**config.mk**
```make
export PLATFORM = sky130hd
export DESIGN_NAME = dic_icache
export DESIGN_NICKNAME = d
export VERILOG_FILES = /design/src/dic_pkg.sv /design/src/dic_attr_resolve.sv /design/src/dic_icache.sv
export SDC_FILE = /design/constraint.sdc
export NUM_CORES = 2
export LEC_CHECK = 0
export ABC_CLOCK_PERIOD_IN_PS = 17350
export BUFFER_PORTS_ARGS = -buffer_cell sky130_fd_sc_hd__clkbuf_2
export CORE_MARGIN = 5
export CORE_UTILIZATION = 57
export DETAILED_ROUTE_END_ITERATION = 6
export PLACE_DENSITY = 0.74
export SETUP_SLACK_MARGIN = 0.15
export SYNTH_ARGS = -nofsm -noshare
export SYNTH_HDL_FRONTEND = slang
export SYNTH_MEMORY_MAX_BITS = 65536
export SYNTH_SLANG_ARGS = --single-unit
```
**constraint.sdc**
```tcl
create_clock -name clk -period 17.35 [get_ports clk]
set_input_delay 0.8675 -clock clk [delete_from_list [all_inputs] [get_ports clk]]
set_output_delay 0.8675 -clock clk [all_outputs]
set_load 0.01 [all_outputs]
```
**src/dic_pkg.sv**
```systemverilog
package dic_pkg;
   // Register map, byte addresses on the bus
   localparam logic [7:0] ADDR_CTRL = 8'h00;
   localparam logic [7:0] ADDR_WIN0 = 8'h04;
   localparam logic [7:0] ADDR_WIN1 = 8'h08;
   localparam logic [7:0] ADDR_LINE_INV = 8'h0C;
   localparam logic [7:0] ADDR_STATUS = 8'h10;

   // Cache control register fields
   localparam int CACHE_ENABLE_BIT = 31;
   localparam int LINE_INVALIDATE_DISABLE = 28;
   localparam int FREEZE_BIT = 27;
   localparam int FULL_INVALIDATE_REQUEST = 24;
   localparam int BUFFER_NONCACHE_BIT = 10;
   localparam int DEFAULT_INHIBIT = 9;
   localparam int DEFAULT_BUFWR = 8;
   localparam int DEFAULT_WPROT = 5;
   localparam int LINE_FILL_POLICY_LO = 0;
   localparam logic [31:0] CTRL_RESET = 32'h0000_0000;
   localparam logic [31:0] CTRL_WMASK = 32'h9900_0723;

   // Access window fields
   localparam int WIN_BASE_LO = 24;
   localparam int WIN_MASK_LO = 16;
   localparam int WIN_ENABLE = 15;
   localparam int WIN_INHIBIT = 6;
   localparam int WIN_PRECISE = 5;
   localparam int WIN_WPROT = 2;
   localparam logic [31:0] WIN_RESET = 32'h0000_0000;
   localparam logic [31:0] WIN_WMASK = 32'hFFFF_8064;

   // Effective attribute vector
   localparam int ATTR_CACHE = 2;
   localparam int ATTR_PRECISE = 1;
   localparam int ATTR_WPROT = 0;

   // Geometry
   localparam int LINES = 32;
   localparam int WORDS = 4;
   localparam int TAG_W = 23;
   localparam logic [4:0] SWEEP_LAST = 5'h1F;

   localparam logic [1:0] HTRANS_NONSEQ = 2'h2;
   localparam logic [2:0] HSIZE_WORD = 3'h2;

   typedef enum logic [1:0] {
      EXT_IDLE = 2'b00,
      EXT_RUN = 2'b01
   } dic_ext_t;
endpackage

```
**src/dic_attr_resolve.sv**
```systemverilog
`timescale 1ns/1ns
module dic_attr_resolve (
   input wire logic [31:0] addr,
   input wire logic [31:0] win0,
   input wire logic [31:0] win1,
   input wire logic [31:0] ctrl,
   output logic [2:0] attr
);
   function automatic logic winMatch(input logic [31:0] win, input logic [31:0] a);
      winMatch = win[dic_pkg::WIN_ENABLE] &&
         (((a[31:24] ^ win[31:dic_pkg::WIN_BASE_LO]) & ~win[23:dic_pkg::WIN_MASK_LO]) == 8'h00);
   endfunction

   function automatic logic [2:0] winAttr(input logic [31:0] win);
      winAttr = {~win[dic_pkg::WIN_INHIBIT], win[dic_pkg::WIN_PRECISE], win[dic_pkg::WIN_WPROT]};
   endfunction

   // First window wins, then second, then the defaults
   always_comb begin
      if (winMatch(win0, addr)) begin
         attr = winAttr(win0);
      end else if (winMatch(win1, addr)) begin
         attr = winAttr(win1);
      end else begin
         attr = {~ctrl[dic_pkg::DEFAULT_INHIBIT], ~ctrl[dic_pkg::DEFAULT_BUFWR],
            ctrl[dic_pkg::DEFAULT_WPROT]};
      end
   end
endmodule

```
**src/dic_icache.sv**
```systemverilog
// The placing of the registers and the AHB-Lite interface to the registers were left to the implementer.
`timescale 1ns/1ns
module dic_icache (
   input wire logic clk,
   input wire logic nrst,
   input wire logic fetchReq,
   input wire logic [31:0] fetchAddr,
   input wire logic localMemHit,
   output logic fetchAck,
   output logic [31:0] fetchData,
   output logic [2:0] fetchAttr,
   output logic extReq,
   output logic [31:0] extAddr,
   input wire logic extAck,
   input wire logic [31:0] extData,
   input wire logic hsel,
   input wire logic [31:0] haddr,
   input wire logic [1:0] htrans,
   input wire logic hwrite,
   input wire logic [2:0] hsize,
   input wire logic [31:0] hwdata,
   input wire logic hready,
   output logic hreadyout,
   output logic [31:0] hrdata,
   output logic hresp
);
   logic [31:0] cacheControlRegister_q;
   logic [31:0] accessWindowZero_q;
   logic [31:0] accessWindowOne_q;
   logic [dic_pkg::TAG_W-1:0] tag_q [dic_pkg::LINES];
   logic [dic_pkg::LINES-1:0] valid_q;
   logic [31:0] data_q [dic_pkg::LINES*dic_pkg::WORDS];
   logic [27:0] fbLine_q;
   logic [31:0] fbData_q [dic_pkg::WORDS];
   logic [3:0] fbValid_q;
   logic fbMru_q;
   logic fbKeep_q;
   logic [4:0] sweepCnt_q;
   dic_pkg::dic_ext_t extState_q;
   logic extReq_q;
   logic [31:0] extAddr_q;
   logic [1:0] extLeft_q;
   logic fetchAck_q;
   logic [31:0] fetchData_q;
   logic [2:0] fetchAttr_q;
   logic dpValid_q;
   logic dpWrite_q;
   logic dpSizeOk_q;
   logic [7:0] dpAddr_q;
   logic hreadyout_q;
   logic [31:0] hrdata_q;
   logic hresp_q;

   logic [4:0] idx;
   logic [1:0] wrd;
   logic [4:0] fbIdx;
   logic [1:0] extWord;
   logic enabled;
   logic sweeping;
   logic arrHit;
   logic fbHit;
   logic [31:0] arrWord;
   logic take;
   logic missStart;
   logic [2:0] attr;
   logic cacheable;
   logic useBuf;
   logic isLine;
   logic copyEn;
   logic wrEn;
   logic ctrlWr;
   logic linvWr;
   logic linvDo;
   logic fillBeat;

   // Small policy fields in 01 mean offsets 2 and 3 stay single longwords
   function automatic logic lineFetch(input logic [1:0] pol, input logic [1:0] off);
      lineFetch = pol[1] || !((pol == 2'h0 && off == 2'h3) || (pol == 2'h1 && off[1]));
   endfunction

   function automatic logic [31:0] regRead(input logic [7:0] a);
      case (a)
         dic_pkg::ADDR_CTRL: regRead = cacheControlRegister_q;
         dic_pkg::ADDR_WIN0: regRead = accessWindowZero_q;
         dic_pkg::ADDR_WIN1: regRead = accessWindowOne_q;
         dic_pkg::ADDR_STATUS: regRead = {24'h00_0000, fbValid_q, 1'h0, fbMru_q,
            extReq_q, sweeping};
         default: regRead = 32'h0000_0000;
      endcase
   endfunction

   dic_attr_resolve uAttr (
      .addr(fetchAddr),
      .win0(accessWindowZero_q),
      .win1(accessWindowOne_q),
      .ctrl(cacheControlRegister_q),
      .attr(attr)
   );

   assign idx = fetchAddr[8:4];
   assign wrd = fetchAddr[3:2];
   assign fbIdx = fbLine_q[4:0];
   assign extWord = extAddr_q[3:2];
   assign enabled = cacheControlRegister_q[dic_pkg::CACHE_ENABLE_BIT];
   assign sweeping = cacheControlRegister_q[dic_pkg::FULL_INVALIDATE_REQUEST];
   assign arrWord = data_q[{idx, wrd}];
   assign arrHit = enabled && valid_q[idx] && (tag_q[idx] == fetchAddr[31:9]);
   assign fbHit = (fbLine_q == fetchAddr[31:4]) && fbValid_q[wrd];
   // No source distinction: core and debug fetches share this path
   assign take = fetchReq && !fetchAck_q && !localMemHit && !sweeping;
   assign missStart = take && !arrHit && !fbHit && (extState_q == dic_pkg::EXT_IDLE);
   assign cacheable = enabled && attr[dic_pkg::ATTR_CACHE];
   assign useBuf = cacheable || (enabled && cacheControlRegister_q[dic_pkg::BUFFER_NONCACHE_BIT]);
   assign isLine = useBuf && lineFetch(cacheControlRegister_q[1:0], wrd);
   // Freeze keeps valid lines; an invalid slot may still be filled
   assign copyEn = missStart && enabled && (&fbValid_q) && fbMru_q && fbKeep_q &&
      !(cacheControlRegister_q[dic_pkg::FREEZE_BIT] && valid_q[fbIdx]);
   assign fillBeat = extReq_q && extAck;
   assign wrEn = dpValid_q && dpWrite_q && dpSizeOk_q;
   assign ctrlWr = wrEn && (dpAddr_q == dic_pkg::ADDR_CTRL);
   assign linvWr = wrEn && (dpAddr_q == dic_pkg::ADDR_LINE_INV);
   assign linvDo = linvWr && !cacheControlRegister_q[dic_pkg::LINE_INVALIDATE_DISABLE];

   // Bus slave: every accepted transfer gets one wait state so reads see prior writes
   always_ff @(posedge clk or negedge nrst) begin
      if (!nrst) begin
         dpValid_q <= 1'h0;
         dpWrite_q <= 1'h0;
         dpSizeOk_q <= 1'h0;
         dpAddr_q <= 8'h00;
         hreadyout_q <= 1'h1;
         hrdata_q <= 32'h0000_0000;
         hresp_q <= 1'h0;
      end else begin
         hresp_q <= 1'h0;
         if (hsel && hready && htrans == dic_pkg::HTRANS_NONSEQ) begin
            dpValid_q <= 1'h1;
            dpWrite_q <= hwrite;
            dpSizeOk_q <= (hsize == dic_pkg::HSIZE_WORD);
            dpAddr_q <= haddr[7:0];
            hreadyout_q <= 1'h0;
         end else if (dpValid_q) begin
            dpValid_q <= 1'h0;
            hreadyout_q <= 1'h1;
            hrdata_q <= (dpWrite_q || !dpSizeOk_q) ? 32'h0000_0000 : regRead(dpAddr_q);
         end
      end
   end

   // A software write that re-requests the sweep on its last cycle wins over the clear
   always_ff @(posedge clk or negedge nrst) begin
      if (!nrst) begin
         cacheControlRegister_q <= dic_pkg::CTRL_RESET;
         accessWindowZero_q <= dic_pkg::WIN_RESET;
         accessWindowOne_q <= dic_pkg::WIN_RESET;
      end else begin
         if (sweeping && sweepCnt_q == dic_pkg::SWEEP_LAST) begin
            cacheControlRegister_q[dic_pkg::FULL_INVALIDATE_REQUEST] <= 1'h0;
         end
         if (ctrlWr) begin
            cacheControlRegister_q <= hwdata & dic_pkg::CTRL_WMASK;
         end
         if (wrEn && dpAddr_q == dic_pkg::ADDR_WIN0) begin
            accessWindowZero_q <= hwdata & dic_pkg::WIN_WMASK;
         end
         if (wrEn && dpAddr_q == dic_pkg::ADDR_WIN1) begin
            accessWindowOne_q <= hwdata & dic_pkg::WIN_WMASK;
         end
      end
   end

   always_ff @(posedge clk or negedge nrst) begin
      if (!nrst) begin
         sweepCnt_q <= 5'h00;
      end else if (sweeping) begin
         sweepCnt_q <= sweepCnt_q + 5'h01;
      end else begin
         sweepCnt_q <= 5'h00;
      end
   end

   // Arrays have no reset: contents survive it and software must sweep first
   always_ff @(posedge clk) begin
      if (copyEn) begin
         tag_q[fbIdx] <= fbLine_q[27:5];
         valid_q[fbIdx] <= 1'h1;
         for (int w = 0; w < dic_pkg::WORDS; w++) begin
            data_q[{fbIdx, 2'(w)}] <= fbData_q[w];
         end
      end
      if (linvDo) begin
         valid_q[hwdata[8:4]] <= 1'h0;
      end
      if (sweeping) begin
         valid_q[sweepCnt_q] <= 1'h0;
      end
   end

   // Fill buffer flags; data beats have their own process below
   always_ff @(posedge clk or negedge nrst) begin
      if (!nrst) begin
         fbLine_q <= 28'h000_0000;
         fbValid_q <= 4'h0;
         fbMru_q <= 1'h0;
         fbKeep_q <= 1'h0;
      end else if (missStart) begin
         fbLine_q <= fetchAddr[31:4];
         fbValid_q <= 4'h0;
         fbMru_q <= 1'h1;
         fbKeep_q <= cacheable;
      end else begin
         if (fillBeat) begin
            fbValid_q[extWord] <= 1'h1;
         end
         // The array is newer once its slot is hit, swept or invalidated
         if ((take && arrHit && !fbHit && idx == fbIdx) || sweeping ||
            (linvDo && hwdata[8:4] == fbIdx)) begin
            fbMru_q <= 1'h0;
         end
      end
   end

   always_ff @(posedge clk) begin
      if (fillBeat) begin
         fbData_q[extWord] <= extData;
      end
   end

   // External fetch engine; a longword fetch also lands in the buffer to answer the core
   always_ff @(posedge clk or negedge nrst) begin
      if (!nrst) begin
         extState_q <= dic_pkg::EXT_IDLE;
         extReq_q <= 1'h0;
         extAddr_q <= 32'h0000_0000;
         extLeft_q <= 2'h0;
      end else begin
         case (extState_q)
            dic_pkg::EXT_IDLE: begin
               if (missStart) begin
                  extReq_q <= 1'h1;
                  extAddr_q <= {fetchAddr[31:2], 2'h0};
                  extLeft_q <= isLine ? 2'h3 : 2'h0;
                  extState_q <= dic_pkg::EXT_RUN;
               end
            end
            dic_pkg::EXT_RUN: begin
               if (extAck) begin
                  if (extLeft_q == 2'h0) begin
                     extReq_q <= 1'h0;
                     extState_q <= dic_pkg::EXT_IDLE;
                  end else begin
                     extLeft_q <= extLeft_q - 2'h1;
                     extAddr_q[3:2] <= extAddr_q[3:2] + 2'h1;
                  end
               end
            end
            default: begin
               extReq_q <= 1'h0;
               extState_q <= dic_pkg::EXT_IDLE;
            end
         endcase
      end
   end

   // Answer path; a held miss is answered once its first longword lands
   always_ff @(posedge clk or negedge nrst) begin
      if (!nrst) begin
         fetchAck_q <= 1'h0;
         fetchData_q <= 32'h0000_0000;
         fetchAttr_q <= 3'h0;
      end else begin
         fetchAck_q <= take && (arrHit || fbHit);
         if (take && fbHit) begin
            fetchData_q <= fbData_q[wrd];
         end else if (take && arrHit) begin
            fetchData_q <= arrWord;
         end
         if (take) begin
            fetchAttr_q <= attr;
         end
      end
   end

   assign fetchAck = fetchAck_q;
   assign fetchData = fetchData_q;
   assign fetchAttr = fetchAttr_q;
   assign extReq = extReq_q;
   assign extAddr = extAddr_q;
   assign hreadyout = hreadyout_q;
   assign hrdata = hrdata_q;
   assign hresp = hresp_q;

   a_array_hit_data: assert property (@(posedge clk) disable iff (!nrst)
      (take && arrHit && !fbHit) |=> (fetchAck_q && fetchData_q == $past(arrWord)))
      else $error("array hit not answered next cycle");

   a_local_discard: assert property (@(posedge clk) disable iff (!nrst)
      (fetchReq && localMemHit && extState_q == dic_pkg::EXT_IDLE)
      |=> (!fetchAck_q && !extReq_q))
      else $error("cache acted on a local memory fetch");

   a_sweep_stall: assert property (@(posedge clk) disable iff (!nrst)
      sweeping |=> !fetchAck_q)
      else $error("fetch answered during sweep");

   a_sweep_length: assert property (@(posedge clk) disable iff (!nrst)
      ($rose(sweeping) && !ctrlWr) |-> (sweeping && sweepCnt_q == 5'h00) ##31
      (sweepCnt_q == 5'h1F) ##1 (!sweeping || $past(ctrlWr)))
      else $error("sweep did not take 32 cycles");

   a_sweep_clears: assert property (@(posedge clk) disable iff (!nrst)
      sweeping |=> !valid_q[$past(sweepCnt_q)])
      else $error("swept entry still valid");

   a_wrap_order: assert property (@(posedge clk) disable iff (!nrst)
      (fillBeat && extLeft_q != 2'h0) |=> (extReq_q &&
      extAddr_q[3:2] == $past(extAddr_q[3:2]) + 2'h1 && extAddr_q[31:4] == $past(extAddr_q[31:4])))
      else $error("fill longwords out of wrap order");

   a_beat_valid: assert property (@(posedge clk) disable iff (!nrst)
      (fillBeat && !missStart) |=> (fbValid_q[$past(extWord)] && fbData_q[$past(extWord)] ==
      $past(extData)))
      else $error("returned longword not captured");

   a_whole_line: assert property (@(posedge clk) disable iff (!nrst)
      (copyEn && !linvDo && !sweeping) |=> (valid_q[$past(fbIdx)] &&
      tag_q[$past(fbIdx)] == $past(fbLine_q[27:5]) && $past(fbValid_q) == 4'hF))
      else $error("line copied without all longwords");

   a_line_inval: assert property (@(posedge clk) disable iff (!nrst)
      linvDo |=> !valid_q[$past(hwdata[8:4])])
      else $error("line invalidate had no effect");

   a_disabled_nohit: assert property (@(posedge clk) disable iff (!nrst)
      (!enabled && fetchReq && !fbHit) |=> !fetchAck_q)
      else $error("disabled cache answered from array");

   a_miss_size: assert property (@(posedge clk) disable iff (!nrst)
      missStart |=> (extLeft_q == ($past(isLine) ? 2'h3 : 2'h0)))
      else $error("fetch size does not follow policy");
endmodule

```
==> results.cfg <==
[run_status]
outcome = finished, final reports clean

[power]
ir_drop_uv = 99.38
finalPower_w = 0.02653
powerDensity_mw_per_mm2 = 119.1
leakage_nw = 70.63

[final_layout]
fin_nets = 8994
synthToLayoutAreaGrowth_pct = 11.74
final_common_cell = edfxtp_1
post-route-util_pct = 63.83
drive_above_1_share_pct = 31.38
final_cell_mix = 4,960 x edfxtp_1, 1,533 x mux4_2, 487 x clkbuf_16

[synthesis]
synth_compound_area_share_pct = 1.138
synth_cell_types = 69
synthMuxAreaShare_pct = 18.81
synth_enable_flop_cells = 4960
syn-instance-count = 8356
yosysSeqAreaShare_pct = 77.53
synth-xor-area-share_pct = 0.3340
yosys_warnings = 0
synth-seq-cells = 5189
synth_area_leaders = edfxtp_1 75%, mux4_2 17%, dfrtp_1 2.5%
synth_area_mm2 = 0.1993
synth_simple_gate_area_share_pct = 1.078
netlist.area_leader.share_pct = 74.73
yosys.area.top_type = edfxtp_1
ys.flop_type = edfxtp_1
avgSynthCellArea_um2 = 23.85
ys_async_sr_fraction_pct = 3.796
synth_top_family_by_area = multiplexers
synthAdderAreaFrac_pct = 0.06278

[routing]
vias_per_cell = 6.731
final_antenna_net_count = 0
drtIter0Drc = 12999
drc = 0
dr.pass1.iters = 6
wire_per_inst_um = 34.06
vias = 93309
drt-total-wl_um = 472200

[sta]
timing.fmax_mhz = 113.7
slew_headroom_pct = 5.384
rsz0062_at_grt = no
period_share_pct = 50.69
finalMaxSlewViolations = 0
hold_viol_final = 0
worst_pin_slew_ns = 1.407
worst_slack_ns = 8.555
fin_skew_ns = 0.1113
fin_tns_setup_ns = 0
fin_crit_ns = 8.795
whs_ns = 0.08062
setup_violations = 0

[clocking]
cts-hold-fix-buffers = 1
clkTransAtPathRegs_ns = 0.07
h-tree-depth = 5
post_cts_resized = 0
cts_tree = yes
cts_setup_buffers = 0
cts_made_buffers = 480
insertion_delay_ns = 1.01
cts_root_buf = clkbuf_16
cts.sinks = 5189
clockBufferDepth = 4

[critical_path]
cp_top_family = buffers and inverters
crit_required_ns = 17.87
cpMostUsedCell = buf_4
endpoint_kind = flip-flop
cp_slowest_cell = buf_4
critPathBufInv = 7
cp.arrival_ns = 9.32
path_max_fanout = 99
cpPeakStageDelay_ns = 0.89
start_kind = input port
path_cells = buf_8, buf_4, buf_12, mux4_2, mux2i_1, a32o_1, a221oi_1, xnor2_1, nand2_1, a2111oi_2, nand4_4, buf_4, nand2_4, buf_4, nor4_4, buf_4, buf_4
crit_type = input port to flip-flop

[grt]
antenna_found_initial = 20
grt_pass1_wl_um = 686900
grt_start_max_net_pins = 153
grt-ovfl-total = 0
grtUsageTotal_pct = 26.06
first_global_vias = 96080

[floorplanning]
initial_utilization_pct = 57.13
fp.dieW_um = 601.3
ioPinCount = 244
dieArea_mm2 = 0.3616
core_area_mm2 = 0.3489
die_height_um = 601.3
rows = 217

[job]
drv_cap = 0

[placement]
place_ws_ns = 7.839
port_buffers = 204
gp_congestion = 0.8388
dp_hpwl_um = 228700

[worst_hold_path]
hp-class = input port to flip-flop
-- cell usage after synthesis (32+ instances only) --
| cell | count |
|---|---|
| o21ai_0 | 54 |
| nand2_1 | 148 |
| dfxtp_1 | 32 |
| nor2_1 | 66 |
| a22oi_1 | 42 |
| edfxtp_1 | 4960 |
| o22ai_1 | 63 |
| mux4_2 | 1533 |
| clkbuf_1 | 305 |
| xnor2_1 | 50 |
| mux2i_1 | 140 |
| nand3_1 | 43 |
| dfrtp_1 | 196 |
| mux2_2 | 131 |
| inv_1 | 32 |
| buf_1 | 93 |
| buf_2 | 46 |
-- area by class of cell --
| type | count | area [um^2] |
|---|---|---|
| multi-input combinational | 2667 | 43070 |
| clock buffer | 592 | 12720 |
| timing repair buffer | 471 | 3408 |
| sequential | 5189 | 154500 |
| antenna | 3 | 7.507 |
| tap | 4599 | 5754 |
| clock inverter | 308 | 3102 |
| inverter | 34 | 135.1 |
| fill | 21480 | 126200 |
-- kinds of logic (layout without fill, tap and decap cells) --
family / after synthesis / count (layout)
DFF: 5189 / 5189
buffers and inverters: 507 / 1405
AOI/OAI and AO/OA: 329 / 329
and+or+nand+nor: 433 / 433
adders and majority gates: 10 / 10
other: 1 / 11
muxes: 1811 / 1811
xor gates and xnor gates: 76 / 76
-- worst reg2reg max path, cell delays in order (launching register included) --
cell and delay, ns:
edfxtp_1 0.39, mux4_2 0.50, mux4_2 0.48, mux2i_1 0.41
nor2_1 0.11, o2111ai_1 0.22, nor4_1 0.13, nand4_4 0.13
buf_4 0.65, nand2_4 0.58, buf_4 0.56, nor4_4 0.37
buf_4 0.88, buf_4 0.93
-- path summary, 6_finish.rpt --
| path | start | end | slack [ns] | cells after the start |
|---|---|---|---|---|
| setup / recovery | fetchAddr[5] | data_q[87][1] | 8.55 | 17 |
| hold / removal | haddr[4] | dpAddr_q[4] | 0.08 | 3 |
| setup reg to reg | tag_q[28][9] | data_q[87][1] | 10.49 | 13 |
| hold reg to reg | dpAddr_q[7] | dpAddr_q[7] | 0.48 | 2 |
| max in group asynchronous | nrst | fetchData[28] | 14.58 | 4 |
| min in group asynchronous | nrst | hrdata[30] | 0.48 | 2 |
-- power breakdown --
group / internal, W / leakage (nW) / switching, W
logic: 0.000634 / 15.4 / 0.000877
clock network: 0.00600 / 7.73 / 0.00456
registers: 0.0141 / 47.5 / 0.000343
-- routing by layer --
metal  global-route usage (%)  routed length [um]
met1                    36.92              174900
met2                    42.43              235500
met3                    4.963               47020
met4                    7.252               14690
met5                        0                  80
-- flip-flops by register name, indices dropped and copies added (netlist names), 2 cells and up --
signal / cells
fbValid_q: 4
fetchData: 32
accessWindowOne_q: 20
cacheControlRegister_q: 10
extAddr: 30
tag_q: 736
dpAddr_q: 8
fetchAttr: 3
extLeft_q: 2
hrdata: 27
accessWindowZero_q: 20
fbData_q: 128
fbLine_q: 28
sweepCnt_q: 5
valid_q: 32
data_q: 4096
-- metrics by stage --
step                      cell area, um^2  std cells
after CTS                          222700      13860
final                              222700      13863
after global placement             206900      12959
after floorplan                    199400       8363
after detailed placement           206900      12959
after global routing               222700      13861
Power figures use the tool's default switching activity.
